$ cat config.mk
export PLATFORM = sky130hd
export DESIGN_NAME = usb_parallel_fifo_port
export DESIGN_NICKNAME = d
export VERILOG_FILES = /design/src/shared/fifo_port_pkg.sv /design/src/byte_fifo.sv /design/src/usb_parallel_fifo_port.sv
export SDC_FILE = /design/constraint.sdc
export NUM_CORES = 2
export LEC_CHECK = 0
export ABC_AREA = 0
export BUFFER_PORTS_ARGS = -buffer_cell sky130_fd_sc_hd__buf_4
export CAP_MARGIN = 20
export CELL_PAD_IN_SITES_DETAIL_PLACEMENT = 1
export CELL_PAD_IN_SITES_GLOBAL_PLACEMENT = 1
export CORE_MARGIN = 2
export CORE_UTILIZATION = 50
export CTS_BUF_LIST = sky130_fd_sc_hd__clkbuf_16
export CTS_CLUSTER_SIZE = 30
export DETAILED_ROUTE_END_ITERATION = 12
export HOLD_SLACK_MARGIN = 0.1
export PLACE_DENSITY = 0.86
export SETUP_SLACK_MARGIN = 0.5
export SYNTH_ARGS = -nofsm -noshare
export SYNTH_HDL_FRONTEND = slang
export SYNTH_SLANG_ARGS = --single-unit
$ cat constraint.sdc
create_clock -name clock_in -period 3.1 [get_ports clock_in]
set_input_delay 0 -clock clock_in [delete_from_list [all_inputs] [get_ports clock_in]]
set_output_delay 0 -clock clock_in [all_outputs]
set_load 0.01 [all_outputs]
$ cat src/shared/fifo_port_pkg.sv
// Constants, register map and bus carriers for the parallel FIFO port.
`default_nettype none
package fifo_port_pkg;
	// Clock and timing figures, with cycle counts derived from them.
	localparam int CLK_MHZ = 200;
	localparam int HOLD_NS = 80;
	localparam int HOLD_CYC = (HOLD_NS * CLK_MHZ + 999) / 1000;
	localparam int RESET_OUT_N_US = 5000;
	localparam int RESET_OUT_N_CYC = RESET_OUT_N_US * CLK_MHZ;
	localparam int OSC_KHZ = 6000;
	localparam int OSC_HALF_CYC = (CLK_MHZ * 1000) / (2 * OSC_KHZ);
	// Buffer depths.
	localparam int RX_DEPTH = 128;
	localparam int TX_DEPTH = 384;
	// Register byte offsets.
	localparam logic [7:0] CTRL_OFF = 8'h00;
	localparam logic [7:0] STATUS_OFF = 8'h04;
	localparam logic [7:0] EVENT_OFF = 8'h08;
	localparam logic [7:0] RX_DATA_OFF = 8'h0c;
	localparam logic [7:0] TX_DATA_OFF = 8'h10;
	// Control field positions and reset value.
	localparam int CTRL_CONFIGURED_BIT = 0;
	localparam int CTRL_SUSPEND_BIT = 1;
	localparam int CTRL_WAKE_EN_BIT = 2;
	localparam logic [2:0] CTRL_RESET = 3'h0;
	// Event field positions and reset value.
	localparam int EVT_RESUME_BIT = 0;
	localparam int EVT_FLUSH_BIT = 1;
	localparam logic [1:0] EVT_RESET = 2'h0;
	// Status field positions.
	localparam int ST_RX_EMPTY_BIT = 0;
	localparam int ST_RX_FULL_BIT = 1;
	localparam int ST_TX_EMPTY_BIT = 2;
	localparam int ST_TX_FULL_BIT = 3;
	localparam int ST_FAST_CLK_BIT = 4;
	localparam int ST_ALT_PID_BIT = 5;
	localparam int ST_POWER_ENABLE_N_N_BIT = 6;
	localparam int TX_VALID_BIT = 8;

	// APB request as driven by the master.
	typedef struct packed {
		logic psel;
		logic penable;
		logic pwrite;
		logic [7:0] paddr;
		logic [31:0] pwdata;
	} apb_req_t;

	// APB answer as driven by this slave.
	typedef struct packed {
		logic [31:0] prdata;
		logic pready;
		logic pslverr;
	} apb_rsp_t;
endpackage : fifo_port_pkg
`default_nettype wire

$ cat src/byte_fifo.sv
// Flip-flop FIFO with simultaneous push and pop and an occupancy count.
`timescale 1ns/10ps
`default_nettype none
module byte_fifo #(
	parameter int WIDTH = 8,
	parameter int DEPTH = 16
) (
	// Clock, reset and freeze.
	input wire logic clock_in,
	input wire logic rst_in,
	input wire logic clk_en_in,
	// Fill side.
	input wire logic push_in,
	input wire logic [WIDTH-1:0] data_in,
	// Drain side.
	input wire logic pop_in,
	output logic [WIDTH-1:0] head_out,
	// Occupancy.
	output logic empty_out,
	output logic full_out,
	output logic [$clog2(DEPTH+1)-1:0] count_out
);
	localparam int AW = $clog2(DEPTH);
	localparam int CW = $clog2(DEPTH + 1);

	// Pointer advance with wrap, shared by both pointers.
	function automatic logic [AW-1:0] wrap_inc(input logic [AW-1:0] p);
		return (p == AW'(DEPTH - 1)) ? '0 : AW'(p + 1'b1);
	endfunction : wrap_inc

	logic [WIDTH-1:0] mem_reg [DEPTH];
	logic [WIDTH-1:0] mem_next [DEPTH];
	logic [AW-1:0] wr_reg, wr_next, rd_reg, rd_next;
	logic [CW-1:0] count_reg, count_next;
	logic do_push, do_pop;

	assign empty_out = (count_reg == '0);
	assign full_out = (count_reg == CW'(DEPTH));
	assign count_out = count_reg;
	assign head_out = mem_reg[rd_reg];

	// A push into a full buffer and a pop from an empty one are ignored.
	always_comb begin
		do_push = push_in && !full_out;
		do_pop = pop_in && !empty_out;
		mem_next = mem_reg;
		wr_next = do_push ? wrap_inc(wr_reg) : wr_reg;
		rd_next = do_pop ? wrap_inc(rd_reg) : rd_reg;
		count_next = CW'(count_reg + CW'(do_push) - CW'(do_pop));
		if (do_push) begin
			mem_next[wr_reg] = data_in;
		end
	end

	// Storage is not cleared on reset; only the pointers and the count are.
	always_ff @(posedge clock_in) begin
		if (rst_in) begin
			wr_reg <= '0;
			rd_reg <= '0;
			count_reg <= '0;
		end else if (clk_en_in) begin
			mem_reg <= mem_next;
			wr_reg <= wr_next;
			rd_reg <= rd_next;
			count_reg <= count_next;
		end
	end
endmodule : byte_fifo
`default_nettype wire

$ cat src/usb_parallel_fifo_port.sv
// Parallel byte FIFO port with reset generator, straps and power control.
//
// What this block does
// While the read strobe is low, the receive head byte drives the data bus.
// Read strobe rising advances to the next receive byte if one exists.
// Write strobe falling appends the data bus byte to the transmit buffer.
// Receive-available flag is low only when an unread byte is held.
// The far side never reads while receive-available is high.
// Transmit-space flag is low when the transmit buffer accepts a byte.
// The far side never writes while transmit-space is high.
// Clock mode strap: select pin low picks 48 MHz, open picks 6 MHz.
// Prom clock pin strapped low selects the alternate product identifier.
// Power enable goes low once configured, high again in suspend.
// In suspend with wakeup enabled, a wake pulse requests a resume.
// When powered, a wake pulse flushes pending transmit bytes on next IN.
// The external reset input low resets the buffers and pin flags; control and event registers and straps keep their values.
// Reset output floats about 5 ms after power-up, then drives high.
// Reset output is forced low while the external reset is low.
// A USB bus reset leaves the reset output untouched.
// The oscillator output stops toggling during suspend.
// Receive buffer holds 128 bytes, transmit buffer 384 bytes.
// Receive-available goes high for at least 80 ns after each read.
// Transmit-space goes high for at least 80 ns after each write.
// Both flags are left undriven during device reset.
// The data bus is released whenever the read strobe is high.
// A write into a full transmit buffer is dropped harmlessly.
// A read from an empty receive buffer changes nothing.
`timescale 1ns/10ps
`default_nettype none
module usb_parallel_fifo_port #(
	parameter int RX_DEPTH = fifo_port_pkg::RX_DEPTH,
	parameter int TX_DEPTH = fifo_port_pkg::TX_DEPTH,
	parameter int RESET_OUT_N_CYCLES = fifo_port_pkg::RESET_OUT_N_CYC
) (
	// Clock, reset and freeze.
	input wire logic clock_in,
	input wire logic rst_in,
	input wire logic clk_en_in,
	// Register bus.
	input wire fifo_port_pkg::apb_req_t apb_in,
	output fifo_port_pkg::apb_rsp_t apb_out,
	// FIFO strobes, data bus and flags.
	input wire logic read_strobe_n_in,
	input wire logic write_strobe_in,
	input wire logic [7:0] data_bus_in,
	output logic [7:0] data_bus_out,
	output logic data_bus_oe_out,
	output logic rx_avail_n_out,
	output logic tx_space_n_out,
	output logic flag_oe_out,
	// Power, wake and reset pins.
	input wire logic send_now_wake_in,
	input wire logic ext_reset_n_in,
	output logic power_enable_n_out,
	output logic reset_out_n_out,
	output logic reset_out_oe_out,
	output logic osc_out,
	// Straps and requests toward the USB engine.
	input wire logic prom_select_in,
	input wire logic prom_clock_in,
	output logic clock_48_mode_out,
	output logic alt_product_id_out,
	output logic resume_req_out,
	output logic flush_req_out
);
	import fifo_port_pkg::*;

	localparam int HW = $clog2(HOLD_CYC + 1);
	localparam int RW = $clog2(RESET_OUT_N_CYCLES + 1);
	localparam int OW = $clog2(OSC_HALF_CYC + 1);

	// Register address match, used by every decode below.
	function automatic logic hit(input logic [7:0] addr, input logic [7:0] off);
		return addr == off;
	endfunction : hit

	logic dev_rst;
	logic rx_push, rx_pop, tx_push, tx_pop;
	logic rx_empty, rx_full, tx_empty, tx_full;
	logic [7:0] rx_head, tx_head;
	logic [$clog2(RX_DEPTH+1)-1:0] rx_count;
	logic [$clog2(TX_DEPTH+1)-1:0] tx_count;
	logic rd_rise, wr_fall, wake_fall, suspended;

	// The external reset input acts like power-up on the data path.
	assign dev_rst = rst_in || !ext_reset_n_in;

	// Buffers sized as documented.
	byte_fifo #(.WIDTH(8), .DEPTH(RX_DEPTH)) rx_fifo (
		.clock_in(clock_in), .rst_in(dev_rst), .clk_en_in(clk_en_in),
		.push_in(rx_push), .data_in(apb_in.pwdata[7:0]), .pop_in(rx_pop),
		.head_out(rx_head), .empty_out(rx_empty), .full_out(rx_full),
		.count_out(rx_count));
	byte_fifo #(.WIDTH(8), .DEPTH(TX_DEPTH)) tx_fifo (
		.clock_in(clock_in), .rst_in(dev_rst), .clk_en_in(clk_en_in),
		.push_in(tx_push), .data_in(data_bus_in), .pop_in(tx_pop),
		.head_out(tx_head), .empty_out(tx_empty), .full_out(tx_full),
		.count_out(tx_count));

	// Register bus state.
	logic [2:0] ctrl_reg, ctrl_next;
	logic [1:0] evt_reg, evt_next;
	apb_rsp_t rsp_reg, rsp_next;
	logic wr_ok, rd_ok;

	assign suspended = ctrl_reg[CTRL_SUSPEND_BIT];

	// Answers are prepared in the setup cycle so the access phase ends at
	// once and read data comes from a flop.
	always_comb begin
		rsp_next = '0;
		wr_ok = apb_in.psel && apb_in.penable && rsp_reg.pready && apb_in.pwrite;
		rd_ok = apb_in.psel && apb_in.penable && rsp_reg.pready && !apb_in.pwrite;
		if (apb_in.psel && !apb_in.penable) begin
			rsp_next.pready = 1'b1;
			if (hit(apb_in.paddr, CTRL_OFF)) begin
				rsp_next.prdata = {29'h0, ctrl_reg};
			end else if (hit(apb_in.paddr, STATUS_OFF)) begin
				rsp_next.prdata[ST_RX_EMPTY_BIT] = rx_empty;
				rsp_next.prdata[ST_RX_FULL_BIT] = rx_full;
				rsp_next.prdata[ST_TX_EMPTY_BIT] = tx_empty;
				rsp_next.prdata[ST_TX_FULL_BIT] = tx_full;
				rsp_next.prdata[ST_FAST_CLK_BIT] = clock_48_mode_out;
				rsp_next.prdata[ST_ALT_PID_BIT] = alt_product_id_out;
				rsp_next.prdata[ST_POWER_ENABLE_N_N_BIT] = power_enable_n_out;
			end else if (hit(apb_in.paddr, EVENT_OFF)) begin
				rsp_next.prdata = {30'h0, evt_reg};
			end else if (hit(apb_in.paddr, TX_DATA_OFF)) begin
				rsp_next.prdata[TX_VALID_BIT] = !tx_empty;
				rsp_next.prdata[7:0] = tx_head;
			end else if (!hit(apb_in.paddr, RX_DATA_OFF)) begin
				rsp_next.pslverr = 1'b1;
			end
		end
		ctrl_next = ctrl_reg;
		if (wr_ok && hit(apb_in.paddr, CTRL_OFF)) begin
			ctrl_next = apb_in.pwdata[2:0];
		end
		// Software clears events by writing ones; a new event wins.
		evt_next = evt_reg;
		if (wr_ok && hit(apb_in.paddr, EVENT_OFF)) begin
			evt_next = evt_reg & ~apb_in.pwdata[1:0];
		end
		if (wake_fall && suspended && ctrl_reg[CTRL_WAKE_EN_BIT]) begin
			evt_next[EVT_RESUME_BIT] = 1'b1;
		end
		if (wake_fall && !power_enable_n_out) begin
			evt_next[EVT_FLUSH_BIT] = 1'b1;
		end
		rx_push = wr_ok && hit(apb_in.paddr, RX_DATA_OFF);
		tx_pop = rd_ok && hit(apb_in.paddr, TX_DATA_OFF);
	end

	// Register bus flops.
	always_ff @(posedge clock_in) begin
		if (rst_in) begin
			ctrl_reg <= CTRL_RESET;
			evt_reg <= EVT_RESET;
			rsp_reg <= '0;
		end else if (clk_en_in) begin
			ctrl_reg <= ctrl_next;
			evt_reg <= evt_next;
			rsp_reg <= rsp_next;
		end
	end

	assign apb_out = rsp_reg;
	assign resume_req_out = evt_reg[EVT_RESUME_BIT];
	assign flush_req_out = evt_reg[EVT_FLUSH_BIT];

	// Pin handshake state.
	logic rd_prev_reg, wr_prev_reg, wake_prev_reg;
	logic [HW-1:0] rx_hold_reg, rx_hold_next, tx_hold_reg, tx_hold_next;
	logic rx_avail_n_reg, rx_avail_n_next, tx_space_n_reg, tx_space_n_next;
	logic flag_oe_reg, data_oe_reg, data_oe_next, power_enable_n_n_reg, power_enable_n_n_next;
	logic [7:0] data_reg;

	assign rd_rise = !rd_prev_reg && read_strobe_n_in;
	assign wr_fall = wr_prev_reg && !write_strobe_in;
	assign wake_fall = wake_prev_reg && !send_now_wake_in;

	// Pin inputs are synchronous, so edges are found against the last
	// sample. The far side keeps off empty and full buffers; the buffer
	// still guards itself so a stray strobe does no harm.
	always_comb begin
		rx_pop = rd_rise && !dev_rst;
		tx_push = wr_fall && !dev_rst;
		rx_hold_next = (rx_hold_reg != '0) ? HW'(rx_hold_reg - 1'b1) : '0;
		if (rx_pop && !rx_empty) begin
			rx_hold_next = HW'(HOLD_CYC);
		end
		tx_hold_next = (tx_hold_reg != '0) ? HW'(tx_hold_reg - 1'b1) : '0;
		if (tx_push && !tx_full) begin
			tx_hold_next = HW'(HOLD_CYC);
		end
		rx_avail_n_next = dev_rst || rx_empty || (rx_hold_next != '0);
		tx_space_n_next = dev_rst || tx_full || (tx_hold_next != '0);
		data_oe_next = !read_strobe_n_in && !dev_rst;
		power_enable_n_n_next = !(ctrl_reg[CTRL_CONFIGURED_BIT] && !suspended);
	end

	// Pin handshake flops. The flags float to their pull-ups in reset.
	always_ff @(posedge clock_in) begin
		if (rst_in) begin
			rd_prev_reg <= 1'b1;
			wr_prev_reg <= 1'b0;
			wake_prev_reg <= 1'b1;
			rx_hold_reg <= '0;
			tx_hold_reg <= '0;
			rx_avail_n_reg <= 1'b1;
			tx_space_n_reg <= 1'b1;
			flag_oe_reg <= 1'b0;
			data_oe_reg <= 1'b0;
			data_reg <= 8'h00;
			power_enable_n_n_reg <= 1'b1;
		end else if (clk_en_in) begin
			rd_prev_reg <= read_strobe_n_in;
			wr_prev_reg <= write_strobe_in;
			wake_prev_reg <= send_now_wake_in;
			rx_hold_reg <= rx_hold_next;
			tx_hold_reg <= tx_hold_next;
			rx_avail_n_reg <= rx_avail_n_next;
			tx_space_n_reg <= tx_space_n_next;
			flag_oe_reg <= !dev_rst;
			data_oe_reg <= data_oe_next;
			data_reg <= rx_head;
			power_enable_n_n_reg <= power_enable_n_n_next;
		end
	end

	assign rx_avail_n_out = rx_avail_n_reg;
	assign tx_space_n_out = tx_space_n_reg;
	assign flag_oe_out = flag_oe_reg;
	assign data_bus_oe_out = data_oe_reg;
	assign data_bus_out = data_reg;
	assign power_enable_n_out = power_enable_n_n_reg;

	// Straps, reset generator and oscillator output.
	logic strap_done_reg, fast_reg, fast_next, alt_reg, alt_next;
	logic [RW-1:0] rcnt_reg, rcnt_next;
	logic rdone_reg, rdone_next, roe_reg, roe_next, rout_reg, rout_next;
	logic ext_seen_reg, ext_seen_next;
	logic [OW-1:0] ocnt_reg, ocnt_next;
	logic osc_reg, osc_next;

	// Straps are caught once, on the first enabled edge after power-up.
	// The reset output hears only power-up and the external reset pin; no
	// USB bus reset reaches this logic. After an external reset it is held
	// driven low for the full delay rather than floated.
	always_comb begin
		fast_next = strap_done_reg ? fast_reg : !prom_select_in;
		alt_next = strap_done_reg ? alt_reg : !prom_clock_in;
		rcnt_next = rcnt_reg;
		rdone_next = rdone_reg;
		ext_seen_next = ext_seen_reg;
		if (!ext_reset_n_in) begin
			rcnt_next = '0;
			rdone_next = 1'b0;
			ext_seen_next = 1'b1;
		end else if (!rdone_reg) begin
			if (rcnt_reg == RW'(RESET_OUT_N_CYCLES - 1)) begin
				rdone_next = 1'b1;
			end else begin
				rcnt_next = RW'(rcnt_reg + 1'b1);
			end
		end
		roe_next = rdone_next || ext_seen_next;
		rout_next = rdone_next;
		ocnt_next = ocnt_reg;
		osc_next = osc_reg;
		if (!suspended) begin
			if (ocnt_reg == OW'(OSC_HALF_CYC - 1)) begin
				ocnt_next = '0;
				osc_next = !osc_reg;
			end else begin
				ocnt_next = OW'(ocnt_reg + 1'b1);
			end
		end
	end

	// Flops for straps, reset generator and oscillator output.
	always_ff @(posedge clock_in) begin
		if (rst_in) begin
			strap_done_reg <= 1'b0;
			fast_reg <= 1'b0;
			alt_reg <= 1'b0;
			rcnt_reg <= '0;
			rdone_reg <= 1'b0;
			ext_seen_reg <= 1'b0;
			roe_reg <= 1'b0;
			rout_reg <= 1'b0;
			ocnt_reg <= '0;
			osc_reg <= 1'b0;
		end else if (clk_en_in) begin
			strap_done_reg <= 1'b1;
			fast_reg <= fast_next;
			alt_reg <= alt_next;
			rcnt_reg <= rcnt_next;
			rdone_reg <= rdone_next;
			ext_seen_reg <= ext_seen_next;
			roe_reg <= roe_next;
			rout_reg <= rout_next;
			ocnt_reg <= ocnt_next;
			osc_reg <= osc_next;
		end
	end

	assign clock_48_mode_out = fast_reg;
	assign alt_product_id_out = alt_reg;
	assign reset_out_oe_out = roe_reg;
	assign reset_out_n_out = rout_reg;
	assign osc_out = osc_reg;

	// Checks on the pin behaviour.
	bus_release_a: assert property (@(posedge clock_in) disable iff (rst_in)
		(clk_en_in && read_strobe_n_in) |=> !data_bus_oe_out)
		else $error("data bus driven while read strobe high");
	rx_advance_a: assert property (@(posedge clock_in) disable iff (rst_in)
		(clk_en_in && rx_pop && !rx_empty && !rx_push)
		|=> rx_count == $past(rx_count) - 1'b1)
		else $error("read strobe did not advance receive buffer");
	tx_append_a: assert property (@(posedge clock_in) disable iff (rst_in)
		(clk_en_in && tx_push && !tx_full && !tx_pop)
		|=> tx_count == $past(tx_count) + 1'b1)
		else $error("write strobe did not append byte");
	tx_full_drop_a: assert property (@(posedge clock_in) disable iff (rst_in)
		(clk_en_in && tx_push && tx_full && !tx_pop) |=> $stable(tx_count))
		else $error("write into full buffer changed it");
	rx_empty_read_a: assert property (@(posedge clock_in) disable iff (rst_in)
		(clk_en_in && rx_pop && rx_empty && !rx_push) |=> rx_empty)
		else $error("read from empty buffer changed it");
	rx_avail_flag_a: assert property (@(posedge clock_in) disable iff (rst_in)
		!rx_avail_n_out |-> !rx_empty)
		else $error("receive flag low with empty buffer");
	rx_gap_a: assert property (@(posedge clock_in) disable iff (rst_in)
		(clk_en_in && rx_pop && !rx_empty && !dev_rst)
		|=> rx_avail_n_out && rx_hold_reg == HW'(HOLD_CYC))
		else $error("receive flag gap missing after read");
	tx_gap_a: assert property (@(posedge clock_in) disable iff (rst_in)
		(tx_hold_reg != '0) |-> tx_space_n_out)
		else $error("transmit flag low during gap");
	power_suspend_a: assert property (@(posedge clock_in) disable iff (rst_in)
		(clk_en_in && suspended) |=> power_enable_n_out)
		else $error("power enable low during suspend");
	resume_req_a: assert property (@(posedge clock_in) disable iff (rst_in)
		(clk_en_in && wake_fall && suspended && ctrl_reg[CTRL_WAKE_EN_BIT])
		|=> resume_req_out)
		else $error("wake pulse did not request resume");
	ext_reset_low_a: assert property (@(posedge clock_in) disable iff (rst_in)
		(clk_en_in && !ext_reset_n_in)
		|=> reset_out_oe_out && !reset_out_n_out && !flag_oe_out)
		else $error("external reset did not drive reset output low");
	osc_stop_a: assert property (@(posedge clock_in) disable iff (rst_in)
		(clk_en_in && suspended) |=> $stable(osc_out))
		else $error("oscillator output toggled in suspend");
endmodule : usb_parallel_fifo_port
`default_nettype wire

==> results of run 1 <==
## cell families after synthesis
kind of cell | Yosys count
AO/OA/AOI/OAI | 802
XOR/XNOR | 58
adder cells (fa/ha/maj) | 38
buffers and inverters | 559
flip-flops | 4219
multiplexers | 1327
other | 1
AND/OR/NAND/NOR | 1210
## stage by stage
step | cell area (um^2) | util, % | setup WS, ns
after detailed placement | 181900 | 55.47 | -0.5904
after global placement | 181900 | 55.47 | -0.5033
after floorplan | 166100 | - | 0.1243
==> flow_summary_export.csv, run 1 <==
group,metric,value,unit
run_status,outcome,"stopped before the end",
run_status,outcome.stop_stage,"clock tree synthesis (4_1_cts)",
run_status,firstError,"[ERROR DPL-0033] detailed placement checks failed during check placement.",
floorplan,io-pin-count,114,
placement,routability_congestion_estimate_from_global_placement,0.9251,
floorplan,die_w,578.6,um
clock_network,cts_max_level,5,
clock_network,cts.repair_timing.setup_buffer_count,83,
yosys,synthAdderAreaFrac,0.2971,%
yosys,post-synth-top-area-fraction,74.51,%
yosys,synth_xor_area_share,0.3077,%
yosys,synth-edff-count,4096,
yosys,postSynth.topFlopCell,"sky130_fd_sc_hd__edfxtp_1",
placement,dp_hpwl,358900,um
yosys,post_synth_inst_count,8214,
clock_network,root_buffer,"sky130_fd_sc_hd__clkbuf_16",
yosys,syn_area,165100,um^2
yosys,multiplexer_share_of_the_synthesized_area,14.94,%
floorplan,initial_core_util,50.34,%
yosys,ys_seq_elements,4219,
yosys,netlist_top_cells_count,"sky130_fd_sc_hd__edfxtp_1 (4096), sky130_fd_sc_hd__mux4_2 (908), sky130_fd_sc_hd__nor2_1 (688)",
yosys,ranking_of_synthesized_cells_by_area,"sky130_fd_sc_hd__edfxtp_1 (75%), sky130_fd_sc_hd__mux4_2 (12%), sky130_fd_sc_hd__mux2i_1 (2.5%), sky130_fd_sc_hd__nor2_1 (1.6%), sky130_fd_sc_hd__dfxtp_1 (1.5%)",
floorplan,die_h,578.6,um
floorplan,std_cell_rows,210,
placement,portBuffers,66,
clock_network,cts-root-to-sink-buffers,4,
yosys,syn-mean-instance-area,20.10,um^2
yosys,post_synthesis_compound_gate_area_fraction,3.446,%
clock_network,number_of_cells_upsized_or_downsized_after_cts,490,
yosys,post_synth_and_or_nand_nor_area_fraction,3.175,%
clock_network,cts.sinks,4219,
yosys,async_flop_share,0,%
clock_network,cts_inserted_buffers,400,
yosys,synth_cell_type_count,84,
yosys,synth.most_common_cell,"sky130_fd_sc_hd__edfxtp_1",
clock_network,cts.hold.buffers_added,62,
yosys,synth-warning-count,0,
yosys,post-synth-top-area-cell,"sky130_fd_sc_hd__edfxtp_1",
yosys,largest_family_of_logic_cells_by_synthesized_area,"multiplexers",
placement,post-place-cells,13450,
yosys,proportion_of_synthesized_chip_area_in_sequential_cells,76.00,%
==> inputs of run 2 (changes only) <==
Settings changed: CELL_PAD_IN_SITES_DETAIL_PLACEMENT 1 to not set, CELL_PAD_IN_SITES_GLOBAL_PLACEMENT 1 to not set, CORE_UTILIZATION 50 to 40, CTS_BUF_LIST sky130_fd_sc_hd__clkbuf_16 to not set, CTS_CLUSTER_SIZE 30 to not set, HOLD_SLACK_MARGIN 0.1 to not set, PLACE_DENSITY 0.86 to not set, PLACE_DENSITY_LB_ADDON set to 0.15, SETUP_SLACK_MARGIN 0.5 to not set.
Clock period 3.1 ns to 4 ns, I/O delays scaled along.
==> flow_summary_export.csv, run 2 <==
group,metric,value,unit
clock_network,cts.sinks,4219,
routing,routed.top_layer,"met5",
routing,drtPass1Iterations,6,
floorplan,io-pin-count,114,
setup_path,cp.required,4.86,ns
clock_network,cts.repair_timing.setup_buffer_count,0,
power,power_density,467.3,nW/um^2
yosys,multiplexer_share_of_the_synthesized_area,14.94,%
placement,post-place-cells,14320,
cells_and_area,postLayoutCoreUtil,47.41,%
sta,finClkSkew,0.07497,ns
cells_and_area,layout.nets,9480,
clock_network,cts_max_level,5,
clock_network,tritoncts,"yes",
yosys,synthAdderAreaFrac,0.2971,%
routing,met2_length,228500,um
routing,final_wirelength,490900,um
setup_path,worst_setup_path_category,"reg -> reg",
flow_run,drv.max_cap_violation_count,0,
cells_and_area,largest_register_ff_count,3072,
worst_hold_path,type_of_the_worst_min_delay_path,"in -> reg",
yosys,post-synth-top-area-fraction,74.51,%
yosys,post_synthesis_compound_gate_area_fraction,3.446,%
yosys,ranking_of_synthesized_cells_by_area,"sky130_fd_sc_hd__edfxtp_1 (75%), sky130_fd_sc_hd__mux4_2 (12%), sky130_fd_sc_hd__mux2i_1 (2.5%), sky130_fd_sc_hd__nor2_1 (1.6%), sky130_fd_sc_hd__dfxtp_1 (1.5%)",
global_route,first_global_vias,88150,
setup_path,critical-path-slowest-cell,"sky130_fd_sc_hd__nor4_1",
power,power_leakage,60.69,nW
floorplan,initial_core_util,40.24,%
routing,count_of_vias_placed_by_the_detailed_router,88180,
yosys,synth-warning-count,0,
global_route,globalRoute.totalOverflow,0,
setup_path,crit_path_max_incr_delay,0.80,ns
routing,wire_per_inst,32.26,um
global_route,grt_first_pass_wirelength,687300,um
setup_path,timing.critical_path.to_type,"flop",
global_route,aggregate_global_route_resource_usage,23.18,%
yosys,netlist_top_cells_count,"sky130_fd_sc_hd__edfxtp_1 (4096), sky130_fd_sc_hd__mux4_2 (908), sky130_fd_sc_hd__nor2_1 (688)",
yosys,synth.most_common_cell,"sky130_fd_sc_hd__edfxtp_1",
yosys,synth_xor_area_share,0.3077,%
global_route,antenna_found_initial,27,
yosys,post_synth_inst_count,8214,
routing,drt.antenna.violating_nets,0,
yosys,async_flop_share,0,%
sta,max-slew-margin-rel,20.08,%
clock_network,worstSkewPairLatency,0.98,ns
yosys,proportion_of_synthesized_chip_area_in_sequential_cells,76.00,%
floorplan,die_h,646.4,um
placement,worst_setup_slack_after_placement,-0.1071,ns
global_route,grt_start_max_net_pins,150,
yosys,synth-edff-count,4096,
power,worst_ir_drop_vdd,374.0,uV
sta,hold_violations,0,
yosys,post_synth_and_or_nand_nor_area_fraction,3.175,%
routing,route.met3.wl,38830,um
cells_and_area,final_cell_count_no_fill,15220,
floorplan,coreArea,410200,um^2
sta,achievable-frequency,254.6,MHz
cells_and_area,number_of_fill_cells,34130,
floorplan,floorplan.die_area,417800,um^2
cells_and_area,most_used_cells_in_the_layout_excluding_fill_and_tap_cells,"sky130_fd_sc_hd__edfxtp_1 (4096), sky130_fd_sc_hd__buf_4 (1030), sky130_fd_sc_hd__mux4_2 (908), sky130_fd_sc_hd__nor2_1 (679), sky130_fd_sc_hd__clkbuf_16 (448)",
placement,dp_hpwl,312800,um
floorplan,std_cell_rows,235,
power,fin_total_pwr,90.87,mW
sta,worst_slew_pin_slew,1.180,ns
cells_and_area,layout.cells.most_common,"sky130_fd_sc_hd__edfxtp_1",
routing,routed_via_density,5.795,
clock_network,cts_inserted_buffers,440,
routing,detailedRoute.firstIterationViolations,10550,
cells_and_area,area_delta_synth_final,17.81,%
sta,final_period_minus_worst_setup_slack,3.928,ns
clock_network,path_clk_slew,0.07,ns
run_status,outcome,"completed",
clock_network,cts-root-to-sink-buffers,4,
sta,postLayoutSetupSlackWorst,0.07243,ns
sta,final.setup.tns,0,ns
floorplan,die_w,646.4,um
setup_path,ordered_list_of_cells_on_the_worst_path,"buf_12 -> mux4_2 -> mux2i_1 -> o21ai_0 -> nor4_1 -> o211ai_1 -> and3_1 -> o31a_1",
yosys,post-synth-top-area-cell,"sky130_fd_sc_hd__edfxtp_1",
yosys,postSynth.topFlopCell,"sky130_fd_sc_hd__edfxtp_1",
setup_path,timing.critical_path.fanout_max,39,
cells_and_area,fraction_of_layout_cells_with_a_size_suffix_above_1,28.61,%
sta,timing.final.setup_violations,0,
placement,portBuffers,66,
yosys,syn-mean-instance-area,20.10,um^2
routing,drc,0,
setup_path,startpoint_type,"flop",
placement,routability_congestion_estimate_from_global_placement,0.8561,
clock_network,root_buffer,"sky130_fd_sc_hd__clkbuf_16",
routing,met1_length,209700,um
sta,final.period_utilization,98.19,%
yosys,ys_seq_elements,4219,
yosys,syn_area,165100,um^2
sta,slew_viol_final,0,
yosys,largest_family_of_logic_cells_by_synthesized_area,"multiplexers",
sta,rsz0062_at_grt,"false",
setup_path,worstPathArrival,4.79,ns
yosys,synth_cell_type_count,84,
[run 2: critical path, delay by kind of cell (launching register included)]
| family | cells | cell delay [ns] |
|---|---|---|
| mux | 2 | 0.86 |
| compound gates | 3 | 0.72 |
| buf+inv | 1 | 0.36 |
| flops | 1 | 0.65 |
| simple gates | 2 | 1.14 |
[run 2: final cells by class]
cell class | instances | area [um^2] | share of cell area, %
Antenna cell | 10 | 25.02 | 0.01287
Sequential cell | 4219 | 125500 | 64.53
Inverter | 46 | 183.9 | 0.09458
Multi-Input combinational cell | 3458 | 36890 | 18.97
Timing Repair Buffer | 1217 | 10750 | 5.526
Clock inverter | 292 | 2789 | 1.434
Tap cell | 5451 | 6820 | 3.507
Clock buffer | 522 | 11520 | 5.923
[run 2: repair_timing]
action	in CTS	in global routing
endpoints found under the hold margin	3611	20
hold buffers	70	1
endpoints found under the setup margin	1	3
gates resized for setup	1	3
[run 2: cells by family (layout without fill, tap and decap cells)]
logic type | after synthesis | after routing
compound gates | 802 | 802
xor+xnor | 58 | 58
fa+ha+maj | 38 | 38
buf+inv | 559 | 2077
flops | 4219 | 4219
mux | 1327 | 1327
other cells | 1 | 33
simple gates | 1210 | 1210
[run 2: report_power, final]
part / internal (mW) / leakage [nW] / switching, mW / total [mW]
combinational: 0.390 / 15.9 / 1.16 / 1.55
clock: 23.5 / 6.99 / 17.2 / 40.7
sequential: 48.5 / 37.8 / 0.0705 / 48.6
[run 2: worst paths after layout]
check,startpoint,to,slack (ns),depth (start not counted)
max,tx_fifo.rd_reg[0],apb_out[2],0.07,8
min,apb_in[5],rx_fifo.mem_reg[741],0.05,2
max reg2reg,tx_fifo.rd_reg[0],apb_out[2],0.07,8
min reg2reg,ext_seen_reg,reset_out_oe_out,0.45,2
[run 2: metrics by stage]
step / hold slack, ns / area (um^2)
after floorplan: 0.09561 / 165200
after global placement: 0.1853 / 179300
after detailed placement: 0.1894 / 179300
after CTS: 0.01445 / 194300
after global routing: 0.03754 / 194500
final: 0.05426 / 194500
[run 2: layer usage]
layer / global-route usage (%) / up-vias
li1: - / 36320
met5: 0 / -
met2: 36.36 / 3731
met4: 6.166 / 6
met1: 33.54 / 47430
met3: 4.087 / 695
No activity file was read; power rests on OpenSTA's default activity.
